## src/sbt_pkg.sv

```systemverilog
// Constants, types and register map of the sixteen-bit timer block
package sbt_pkg;

  // Register offsets
  localparam logic [7:0] ADDR_CTRL_A = 8'h80;
  localparam logic [7:0] ADDR_CTRL_B = 8'h81;
  localparam logic [7:0] ADDR_FORCE = 8'h82;
  localparam logic [7:0] ADDR_FLAGS = 8'h83;
  localparam logic [7:0] ADDR_CNT_L = 8'h84;
  localparam logic [7:0] ADDR_CNT_H = 8'h85;
  localparam logic [7:0] ADDR_CAP_L = 8'h86;
  localparam logic [7:0] ADDR_CAP_H = 8'h87;
  localparam logic [7:0] ADDR_CMPA_L = 8'h88;
  localparam logic [7:0] ADDR_CMPA_H = 8'h89;
  localparam logic [7:0] ADDR_CMPB_L = 8'h8A;
  localparam logic [7:0] ADDR_CMPB_H = 8'h8B;

  // Field positions
  localparam int CA_COMA_LSB = 6;
  localparam int CA_COMB_LSB = 4;
  localparam int CB_NOISE_BIT = 7;
  localparam int CB_EDGE_BIT = 6;
  localparam int CF_FORCE_A_BIT = 7;
  localparam int CF_FORCE_B_BIT = 6;
  localparam int FL_CAP_BIT = 5;
  localparam int FL_CMPB_BIT = 2;
  localparam int FL_CMPA_BIT = 1;
  localparam int FL_OVF_BIT = 0;

  // Writable masks and reset values
  localparam logic [7:0] CTRL_A_MASK = 8'hF3;
  localparam logic [7:0] CTRL_B_MASK = 8'hDF;
  localparam logic [7:0] FLAGS_MASK = 8'h27;
  localparam logic [7:0] CTRL_RST = 8'h00;
  localparam logic [15:0] WORD_RST = 16'h0000;
  localparam logic [15:0] COUNT_MAX = 16'hFFFF;

  // Fixed tops
  localparam logic [15:0] TOP_8BIT = 16'h00FF;
  localparam logic [15:0] TOP_9BIT = 16'h01FF;
  localparam logic [15:0] TOP_10BIT = 16'h03FF;

  // Clock select codes
  localparam logic [2:0] CS_STOP = 3'h0;
  localparam logic [2:0] CS_DIV1 = 3'h1;
  localparam logic [2:0] CS_DIV8 = 3'h2;
  localparam logic [2:0] CS_DIV64 = 3'h3;
  localparam logic [2:0] CS_DIV256 = 3'h4;
  localparam logic [2:0] CS_DIV1024 = 3'h5;
  localparam logic [2:0] CS_EXT_FALL = 3'h6;
  localparam logic [2:0] CS_EXT_RISE = 3'h7;

  // Noise filter length in samples
  localparam int FILTER_LEN = 4;

  // Count sequence kinds
  typedef enum logic [2:0] {
    K_NORMAL, K_CTC, K_FAST, K_PC, K_PFC, K_RSVD
  } sbt_kind_t;

  // Register port request
  typedef struct packed {
    logic [7:0] addr;
    logic [7:0] wdata;
    logic wr;
    logic rd;
  } sbt_bus_req_t;

  // Whole state of the timer
  typedef struct packed {
    logic [7:0] ctrl_a;
    logic [7:0] ctrl_b;
    logic [7:0] flags;
    logic [7:0] temp;
    logic [7:0] rdata;
    logic [15:0] cnt;
    logic [15:0] cmpa;
    logic [15:0] cmpb;
    logic [15:0] cmpa_buf;
    logic [15:0] cmpb_buf;
    logic [15:0] cap;
    logic [9:0] pre;
    logic [FILTER_LEN-1:0] filt_sh;
    logic filt;
    logic cap_prev;
    logic ext_prev;
    logic down;
    logic block;
    logic oca;
    logic ocb;
  } sbt_state_t;

endpackage : sbt_pkg

```

## src/sbt_timer16.sv

```systemverilog
// Sixteen-bit timer/counter: mode decode, capture, clock select, forcing
//
// How it works
// - Waveform mode is control A bits 1:0 joined with control B bits 4:3.
// - Mode 0 counts up to 0xFFFF, immediate compare load, overflow at max.
// - Modes 4 and 12 clear at compare A or capture top; mode 13 reserved.
// - Modes 1-3 phase correct, tops 0x00FF/0x01FF/0x03FF, load top, flag bottom.
// - Modes 5-7,14,15 fast PWM; load at bottom, overflow at top.
// - Modes 8,9 load and flag at bottom; modes 10,11 load at top.
// - Noise filter passes capture pin after four equal samples.
// - Edge select zero picks falling capture edge, one picks rising.
// - Capture edge copies counter to capture value and sets capture flag.
// - Capture input is disconnected while capture value is top.
// - Clock select 0 stops, 1 undivided, 2-5 divide by 8/64/256/1024.
// - Clock select 6 and 7 count falling or rising external pin edges.
// - External pin edges count even while the pin is an output.
// - Force bit in non-PWM mode acts as compare match on its output.
// - Forced match sets no flag and never clears the counter.
// - Force bits are strobes and always read as zero.
// - Sixteen-bit writes move as one value through a shared high byte; count and capture reads do too.
// - Counter write suppresses compare match on the next timer tick.
// - Prescaler free-runs regardless of clock select.
//
// The plain strobed port was chosen for this implementation.
`timescale 1ns/1ps

module sbt_timer16 import sbt_pkg::*; (
  // Clock and reset
  input wire logic mclk,
  input wire logic arst_n,
  // Register port
  input wire sbt_bus_req_t bus_req,
  output logic [7:0] rd_data,
  // Board pins
  input wire logic capture_pin,
  input wire logic external_count_pin,
  output logic compare_output_a,
  output logic compare_output_b,
  // Event flags as levels
  output logic [7:0] event_flags
);

  sbt_state_t s_ff;
  sbt_state_t nxt_s;

  logic [3:0] waveform_mode;
  logic [2:0] clock_select;
  sbt_kind_t kind;
  logic [15:0] top;
  logic icr_top;
  logic pwm;
  logic tick;
  logic cap_src;
  logic cap_ev;
  logic at_top;
  logic at_bot;
  logic ovf_ev;
  logic load_ev;
  logic match_a;
  logic match_b;
  logic force_a;
  logic force_b;
  logic wr_cnt;
  logic [7:0] set_flags;

  assign waveform_mode = {s_ff.ctrl_b[4:3], s_ff.ctrl_a[1:0]};
  assign clock_select = s_ff.ctrl_b[2:0];

  // Mode decode: sequence kind, top source
  always_comb begin
    kind = K_NORMAL;
    top = COUNT_MAX;
    case (waveform_mode)
      4'h0: begin
        kind = K_NORMAL;
        top = COUNT_MAX;
      end
      4'h1: begin
        kind = K_PC;
        top = TOP_8BIT;
      end
      4'h2: begin
        kind = K_PC;
        top = TOP_9BIT;
      end
      4'h3: begin
        kind = K_PC;
        top = TOP_10BIT;
      end
      4'h4: begin
        kind = K_CTC;
        top = s_ff.cmpa;
      end
      4'h5: begin
        kind = K_FAST;
        top = TOP_8BIT;
      end
      4'h6: begin
        kind = K_FAST;
        top = TOP_9BIT;
      end
      4'h7: begin
        kind = K_FAST;
        top = TOP_10BIT;
      end
      4'h8: begin
        kind = K_PFC;
        top = s_ff.cap;
      end
      4'h9: begin
        kind = K_PFC;
        top = s_ff.cmpa;
      end
      4'hA: begin
        kind = K_PC;
        top = s_ff.cap;
      end
      4'hB: begin
        kind = K_PC;
        top = s_ff.cmpa;
      end
      4'hC: begin
        kind = K_CTC;
        top = s_ff.cap;
      end
      4'hE: begin
        kind = K_FAST;
        top = s_ff.cap;
      end
      4'hF: begin
        kind = K_FAST;
        top = s_ff.cmpa;
      end
      // reserved mode 13 lands here and holds the counter still
      default: begin
        kind = K_RSVD;
        top = COUNT_MAX;
      end
    endcase
  end

  assign icr_top = (waveform_mode == 4'h8) || (waveform_mode == 4'hA) ||
                   (waveform_mode == 4'hC) || (waveform_mode == 4'hE);
  assign pwm = (kind == K_FAST) || (kind == K_PC) || (kind == K_PFC);

  // Count enable: taps of the shared free-running prescaler or pin edges
  always_comb begin
    case (clock_select)
      CS_STOP: tick = 1'b0;
      CS_DIV1: tick = 1'b1;
      CS_DIV8: tick = &s_ff.pre[2:0];
      CS_DIV64: tick = &s_ff.pre[5:0];
      CS_DIV256: tick = &s_ff.pre[7:0];
      CS_DIV1024: tick = &s_ff.pre;
      // pin is watched whatever its port direction
      CS_EXT_FALL: tick = s_ff.ext_prev & ~external_count_pin;
      CS_EXT_RISE: tick = ~s_ff.ext_prev & external_count_pin;
      default: tick = 1'b0;
    endcase
  end

  assign cap_src = s_ff.ctrl_b[CB_NOISE_BIT] ? s_ff.filt : capture_pin;
  // edge choice, dead while capture value is top
  assign cap_ev = !icr_top && (s_ff.ctrl_b[CB_EDGE_BIT] ?
                  (cap_src & ~s_ff.cap_prev) : (~cap_src & s_ff.cap_prev));

  assign at_top = (s_ff.cnt == top);
  assign at_bot = (s_ff.cnt == WORD_RST);
  // matches blocked on the tick after a counter write
  assign match_a = tick && !s_ff.block && (s_ff.cnt == s_ff.cmpa);
  assign match_b = tick && !s_ff.block && (s_ff.cnt == s_ff.cmpb);
  assign wr_cnt = bus_req.wr && (bus_req.addr == ADDR_CNT_L);
  // forcing works only outside PWM modes
  assign force_a = bus_req.wr && (bus_req.addr == ADDR_FORCE) && !pwm &&
                   bus_req.wdata[CF_FORCE_A_BIT];
  assign force_b = bus_req.wr && (bus_req.addr == ADDR_FORCE) && !pwm &&
                   bus_req.wdata[CF_FORCE_B_BIT];

  // Overflow and buffered-load moments per sequence kind
  always_comb begin
    ovf_ev = 1'b0;
    load_ev = 1'b0;
    case (kind)
      // flag at max, loads are immediate
      K_NORMAL, K_CTC: ovf_ev = tick && (s_ff.cnt == COUNT_MAX);
      // flag at top, load as the count returns to bottom
      K_FAST: begin
        ovf_ev = tick && at_top;
        load_ev = tick && at_top;
      end
      // flag at bottom, load at top
      K_PC: begin
        ovf_ev = tick && s_ff.down && at_bot;
        load_ev = tick && !s_ff.down && at_top;
      end
      K_PFC: begin
        ovf_ev = tick && s_ff.down && at_bot;
        load_ev = tick && s_ff.down && at_bot;
      end
      default: ovf_ev = 1'b0;
    endcase
  end

  // hardware events only; forcing never reaches the flags
  always_comb begin
    set_flags = 8'h00;
    set_flags[FL_OVF_BIT] = ovf_ev;
    set_flags[FL_CMPA_BIT] = match_a;
    set_flags[FL_CMPB_BIT] = match_b;
    // Capture flag also marks top when capture value is top
    set_flags[FL_CAP_BIT] = cap_ev || (icr_top && tick && at_top);
  end

  // Output action for a compare match in non-PWM modes
  function automatic logic oc_act(input logic [1:0] com, input logic cur);
    case (com)
      2'h1: oc_act = ~cur;
      2'h2: oc_act = 1'b0;
      2'h3: oc_act = 1'b1;
      default: oc_act = cur;
    endcase
  endfunction : oc_act

  // Next state
  always_comb begin
    nxt_s = s_ff;
    // prescaler never stops or resets with clock select
    nxt_s.pre = s_ff.pre + 10'h001;
    nxt_s.ext_prev = external_count_pin;
    nxt_s.rdata = 8'h00;

    // filter output moves only on four equal samples
    nxt_s.filt_sh = {s_ff.filt_sh[FILTER_LEN-2:0], capture_pin};
    if (&nxt_s.filt_sh || ~|nxt_s.filt_sh) begin
      nxt_s.filt = capture_pin;
    end
    nxt_s.cap_prev = cap_src;

    // Count sequence
    if (tick) begin
      nxt_s.block = 1'b0;
      case (kind)
        // clear at top, wraps at max
        K_NORMAL, K_CTC, K_FAST: begin
          nxt_s.cnt = at_top ? WORD_RST : s_ff.cnt + 16'h0001;
        end
        // dual-slope with turn at top and bottom
        K_PC, K_PFC: begin
          if (s_ff.down) begin
            nxt_s.down = !at_bot;
            nxt_s.cnt = at_bot ? s_ff.cnt + 16'h0001 : s_ff.cnt - 16'h0001;
          end else begin
            nxt_s.down = at_top;
            nxt_s.cnt = at_top ? s_ff.cnt - 16'h0001 : s_ff.cnt + 16'h0001;
          end
        end
        default: nxt_s.cnt = s_ff.cnt;
      endcase
    end

    // Double-buffered compare loads, else immediate
    if (!pwm || load_ev) begin
      nxt_s.cmpa = s_ff.cmpa_buf;
      nxt_s.cmpb = s_ff.cmpb_buf;
    end

    if (cap_ev) begin
      nxt_s.cap = s_ff.cnt;
    end

    // compare outputs driven only outside PWM modes
    if (!pwm && (match_a || force_a)) begin
      nxt_s.oca = oc_act(s_ff.ctrl_a[CA_COMA_LSB +: 2], s_ff.oca);
    end
    if (!pwm && (match_b || force_b)) begin
      nxt_s.ocb = oc_act(s_ff.ctrl_a[CA_COMB_LSB +: 2], s_ff.ocb);
    end

    // Flags: write one clears, a same-cycle event wins
    if (bus_req.wr && (bus_req.addr == ADDR_FLAGS)) begin
      nxt_s.flags = s_ff.flags & ~bus_req.wdata;
    end
    nxt_s.flags = (nxt_s.flags | set_flags) & FLAGS_MASK;

    // Register writes; software wins over the counter sequence
    if (bus_req.wr) begin
      case (bus_req.addr)
        ADDR_CTRL_A: nxt_s.ctrl_a = bus_req.wdata & CTRL_A_MASK;
        ADDR_CTRL_B: nxt_s.ctrl_b = bus_req.wdata & CTRL_B_MASK;
        // high bytes park in the shared latch
        ADDR_CNT_H, ADDR_CAP_H, ADDR_CMPA_H, ADDR_CMPB_H: begin
          nxt_s.temp = bus_req.wdata;
        end
        // counter write arms the match block
        ADDR_CNT_L: begin
          nxt_s.cnt = {s_ff.temp, bus_req.wdata};
          nxt_s.block = 1'b1;
        end
        ADDR_CAP_L: nxt_s.cap = {s_ff.temp, bus_req.wdata};
        ADDR_CMPA_L: nxt_s.cmpa_buf = {s_ff.temp, bus_req.wdata};
        ADDR_CMPB_L: nxt_s.cmpb_buf = {s_ff.temp, bus_req.wdata};
        default: nxt_s.temp = s_ff.temp;
      endcase
    end

    // Reads: count and capture low bytes snapshot their high half into the latch
    if (bus_req.rd) begin
      case (bus_req.addr)
        ADDR_CTRL_A: nxt_s.rdata = s_ff.ctrl_a;
        ADDR_CTRL_B: nxt_s.rdata = s_ff.ctrl_b;
        ADDR_FORCE: nxt_s.rdata = 8'h00;
        ADDR_FLAGS: nxt_s.rdata = s_ff.flags;
        ADDR_CNT_L: begin
          nxt_s.rdata = s_ff.cnt[7:0];
          nxt_s.temp = s_ff.cnt[15:8];
        end
        ADDR_CAP_L: begin
          nxt_s.rdata = s_ff.cap[7:0];
          nxt_s.temp = s_ff.cap[15:8];
        end
        ADDR_CNT_H, ADDR_CAP_H: nxt_s.rdata = s_ff.temp;
        // Compare registers read their buffers directly
        ADDR_CMPA_L: nxt_s.rdata = s_ff.cmpa_buf[7:0];
        ADDR_CMPA_H: nxt_s.rdata = s_ff.cmpa_buf[15:8];
        ADDR_CMPB_L: nxt_s.rdata = s_ff.cmpb_buf[7:0];
        ADDR_CMPB_H: nxt_s.rdata = s_ff.cmpb_buf[15:8];
        default: nxt_s.rdata = 8'h00;
      endcase
    end
  end

  // State register
  always_ff @(posedge mclk or negedge arst_n) begin
    if (!arst_n) begin
      s_ff <= '0;
    end else begin
      s_ff <= nxt_s;
    end
  end

  // Outputs straight from the state
  assign rd_data = s_ff.rdata;
  assign compare_output_a = s_ff.oca;
  assign compare_output_b = s_ff.ocb;
  assign event_flags = s_ff.flags;
endmodule : sbt_timer16

```

## config.mk

```make
export PLATFORM = sky130hd
export DESIGN_NAME = sbt_timer16
export DESIGN_NICKNAME = d
export VERILOG_FILES = /design/src/sbt_pkg.sv /design/src/sbt_timer16.sv
export SDC_FILE = /design/constraint.sdc
export NUM_CORES = 1
export LEC_CHECK = 0
export BUFFER_PORTS_ARGS = -buffer_cell sky130_fd_sc_hd__buf_4
export CORE_ASPECT_RATIO = 0.7
export CORE_MARGIN = 1.5
export CORE_UTILIZATION = 38
export DETAILED_ROUTE_END_ITERATION = 16
export GPL_TIMING_DRIVEN = 0
export PLACE_DENSITY = 0.52
export SETUP_SLACK_MARGIN = 0.02
export SLEW_MARGIN = 20
export SYNTH_ARGS = -nofsm -noshare
export SYNTH_HDL_FRONTEND = slang
export SYNTH_SLANG_ARGS = --single-unit
```

## constraint.sdc

```tcl
create_clock -name mclk -period 4.9 [get_ports mclk]
set_clock_uncertainty 0.05 [all_clocks]
set_input_delay 0.735 -clock mclk [delete_from_list [all_inputs] [get_ports mclk]]
set_output_delay 0.735 -clock mclk [all_outputs]
set_load 0.01 [all_outputs]
```

Word-level counts from Yosys, hierarchy flattened
Cells that the tools add are included.

$add $sub $neg: 3. Equality and inequality tests: 47. Mux-type cells: 30. Bitwise operators: 13. Reductions and logical operators: 68.

Operators with widths (number): $mux W16 (11); $eq A8 B8 Y1 const B (12); $pmux W16 S5 (1); $pmux W8 S10 (1); $eq A16 B16 Y1 (3); $pmux W16 S2 (1); $eq A4 B4 Y1 const B (7); $logic_and A1 B1 Y1 (19); $add A16 B1 Y16 const B (1); $eq A16 B16 Y1 const B (1); $eq A4 B3 Y1 const B (4); $logic_not A16 Y1 (1); $mux W8 (2); $pmux W8 S2 (1); $reduce_or A2 Y1 (8); $reduce_or A4 Y1 (4); $sub A16 B1 Y16 const B (1); $eq A3 B3 Y1 const B (5); $pmux W3 S5 (1); $reduce_and A2 Y1 (7); $eq A3 B2 Y1 const B (4); $pmux W1 S3 (4); $add A10 B1 Y10 const B (1); $logic_or A1 B1 Y1 (10); other kinds (24) (51).

Register bits: 149. Input port bits: 22.

Longest topological paths before layout
Depth after elaboration: 12. Mapped depth: 14.

Worst setup path after synthesis
OpenSTA, ideal clock, no wires.

Kind: input -> register. From: input bus_req[15] (netlist name). To: register s_ff[43] (netlist name). Setup time: 0.125 ns. Arrival time: 2.718 ns. Setup slack: 2.007 ns. Stages on the path: 7. Buffers on the path: 3. Cells stage by stage: or4b_1 > clkbuf_1 > nor3b_2 > and3_1 > clkbuf_1 > buf_2 > mux2_2.

Word-level cells in the longest chain between the ends: 2.

Ends and longest elaborated chain: start: declaration (line sbt_timer16.sv:32) `input wire sbt_bus_req_t bus_req,`; $eq A8 B8 Y1 (line sbt_timer16.sv:287) `case (bus_req.addr)`; $reduce_and A2 Y1 (no source line); end signal: assignment (line sbt_timer16.sv:337) `s_ff <= nxt_s;`; end: declaration (line sbt_timer16.sv:43) `sbt_state_t s_ff;`.

No other way between the ends. A chain may end at the register's enable or synchronous reset.

==> flow_summary.json <==
{
  "cts_tree": "yes",
  "nFillCells": 2331,
  "dp_slack_ps": 1150,
  "gp_congestion": 0.955,
  "synth_area_mm2": 0.00908,
  "max_freq_mhz": 258,
  "syn_to_final_growth_pct": 14.0,
  "cts_buffers": 17,
  "yosys_register_bits": 149,
  "tightest_slew_ps": 1100,
  "whs_ps": 177,
  "power_mw": 4.04,
  "io_buffer_count": 33,
  "p_per_area_mw_per_mm2": 390,
  "ios": 40,
  "cts.sinks": 149,
  "fin_nets": 1053,
  "async_reset_ff_share_pct": 100,
  "dieArea_mm2": 0.0249,
  "placed_cell_area_mm2": 0.00978,
  "yosys_warnings": 0,
  "drive_above_1_share_pct": 17.0,
  "initial_core_util_pct": 38.6,
  "drt_wl_total_um": 33300,
  "die_x_um": 188,
  "first_pass_iters": 6,
  "path_buf_inv": 4,
  "yosysUniqueCellTypes": 65,
  "syn_inst": 970,
  "row_count": 47,
  "syn_avg_cell_area_um2": 9.36,
  "final_cell_area_mm2": 0.0104,
  "ys_seq_area_share_pct": 41.0,
  "grt_pass1_wl_um": 49700,
  "cts_hold_buf": 0,
  "htreeDepth": 4,
  "worstPathMaxFanout": 10,
  "cp_slowest_cell": "clkbuf_1",
  "dpl.hpwl_um": 24600,
  "critPathLaunchType": "flip-flop",
  "slowest_delay_ps": 520,
  "vias_per_cell": 5.90,
  "critPathTopFamily": "buffers and inverters",
  "hold_viol": 0,
  "grt_overflow_total": 0,
  "clockBufferDepth": 2,
  "min_period_over_period_pct": 79.1,
  "cp-end-kind": "flip-flop",
  "num_vias": 8005,
  "synth_ff_type": "dfrtp_1",
  "grt_usage_pct": 27.5,
  "maxSlewHeadroom_pct": 26.9,
  "layoutNonFillerInstCount": 1357,
  "wl_per_cell_um": 24.6,
  "grt_max_degree": 94,
  "worstPathCellList": "buf_2 > buf_2 > clkbuf_1 > o21ai_0 > a22o_1 > nor4_1 > and4_1 > nand2b_1 > buf_2 > o21ai_0 > a211oi_1 > o22ai_1",
  "die_h_um": 132,
  "first_global_vias": 7344,
  "path_class": "reg -> reg",
  "setup_tns_ps": 0,
  "core_mm2": 0.0235,
  "rsz0062_at_grt": "false",
  "insertion_delay_ps": 440,
  "worst_slack_ps": 1020,
  "hold_path.class": "in -> async",
  "drtIter0Drc": 977,
  "root_buffer": "clkbuf_16",
  "setup_violations": 0,
  "slew_viol_final": 0,
  "min_period_ps": 3880,
  "p_leak_nw": 4.41,
  "cts_setup_buffers": 0,
  "antenna_left": 0,
  "antenna_found_initial": 0,
  "clkSlewWorstSetupHoldPaths_ps": 70,
  "post-place-cells": 1325,
  "final_core_util_pct": 44.0,
  "status": "finished clean",
  "crit_top_cell": "buf_2",
  "synth_edf_count": 0,
  "cts_resized": 0,
  "antenna-diode-count": 0,
  "maxCapViolCount": 0,
  "rrSetupSlack_ps": 1020,
  "irDropWorstVdd_v": 0.000265,
  "drc_errors": 0,
  "cp.arrival_ps": 4140,
  "required_ps": 5160
}
logic make-up (layout without fill, tap and decap cells):
family                     count (synthesis)  in the layout  synth area share (%)
AOI/OAI and AO/OA                        230            230                  15.4
muxes                                    130            130                  16.2
DFF                                      149            149                  41.0
and+or+nand+nor                          286            286                  15.0
other                                      1              4                0.0413
buffers and inverters                    108            174                  5.67
adders and majority gates                  5              5                 0.689
xor gates and xnor gates                  61             61                  5.88
area by class of cell:
class	instances	area, µm²	area share (%)
buffer	88	440	4.25
clock buffer	19	453	4.37
clock inverter	13	121	1.17
inverter	20	75.1	0.725
multi-input combinational	716	4850	46.9
sequential	149	3730	36.0
tap	318	398	3.84
timing repair buffer	34	283	2.73
registers in the layout, summed over array words and instances, names as in the netlist:
signal            count
clock_select          3
nxt_s                 3
compare_output_a      1
s_ff                129
rd_data               8
event_flags           4
compare_output_b      1
power breakdown:
| group | internal [mW] | switching [mW] | leakage [nW] |
|---|---|---|---|
| sequential | 1.37 | 0.191 | 1.97 |
| clock | 0.732 | 0.580 | 0.286 |
| combinational | 0.423 | 0.745 | 2.15 |
cell usage after synthesis, types with 3 or more instances:
master | instances | area, µm²
a211oi_1 | 12 | 90.1
a21oi_1 | 54 | 270
a221oi_1 | 3 | 26.3
a22o_1 | 6 | 52.6
a22oi_1 | 13 | 97.6
a31oi_1 | 9 | 56.3
and3_1 | 12 | 75.1
buf_1 | 6 | 22.5
buf_2 | 13 | 65.1
buf_4 | 21 | 158
clkbuf_1 | 46 | 173
dfrtp_1 | 149 | 3730
ha_1 | 5 | 62.6
inv_1 | 18 | 67.6
mux2_1 | 19 | 214
mux2_2 | 60 | 676
mux2i_1 | 45 | 450
mux4_2 | 6 | 135
nand2_1 | 95 | 357
nand2b_1 | 6 | 37.5
nand3_1 | 26 | 130
nand3b_1 | 4 | 30.0
nand4_1 | 11 | 68.8
nor2_1 | 63 | 236
nor2b_1 | 13 | 81.3
nor3_1 | 27 | 135
nor3b_1 | 3 | 22.5
nor4_1 | 9 | 56.3
o21ai_0 | 80 | 400
o21ai_1 | 9 | 45.0
o22ai_1 | 8 | 50.1
o2bb2ai_1 | 9 | 78.8
o31ai_1 | 5 | 37.5
or3_1 | 5 | 31.3
xnor2_1 | 38 | 333
xor2_1 | 23 | 201
cells in the final DEF (no fill, tap or decap), types with 11 or more instances in the layout:
cell and count:
buf_2 13, clkbuf_16 17, nand4_1 11, a22oi_1 13, xnor2_1 38, a21oi_1 53, buf_4 53, and3_1 12
xor2_1 23, mux2i_1 45, a211oi_1 12, o21ai_0 80, nand2_1 95, mux2_2 60, nand3_1 26, mux2_1 19
nor2_1 63, nor2b_1 13, inv_1 18, nor3_1 27, dfrtp_1 149, clkbuf_1 46
per-layer routing:
| layer | GRT usage, % | wire length [µm] |
|---|---|---|
| met4 | 6.58 | 530 |
| met5 | 0 | 0 |
| met3 | 8.94 | 4070 |
| met2 | 35.5 | 12700 |
| met1 | 43.0 | 16000 |
worst paths after layout:
| check | cells past startpoint | start | to |
|---|---|---|---|
| worst max-delay path | 12 | s_ff[149] | s_ff[112] |
| worst min-delay path | 1 | arst_n | s_ff[102] |
| worst max register to register | 12 | s_ff[149] | s_ff[112] |
| worst min register to register | 0 | nxt_s[9] | nxt_s[10] |
| max in group asynchronous | 2 | arst_n | s_ff[18] |
| min in group mclk | 0 | nxt_s[9] | nxt_s[10] |
Note: power is estimated with default switching activity, not from simulation.
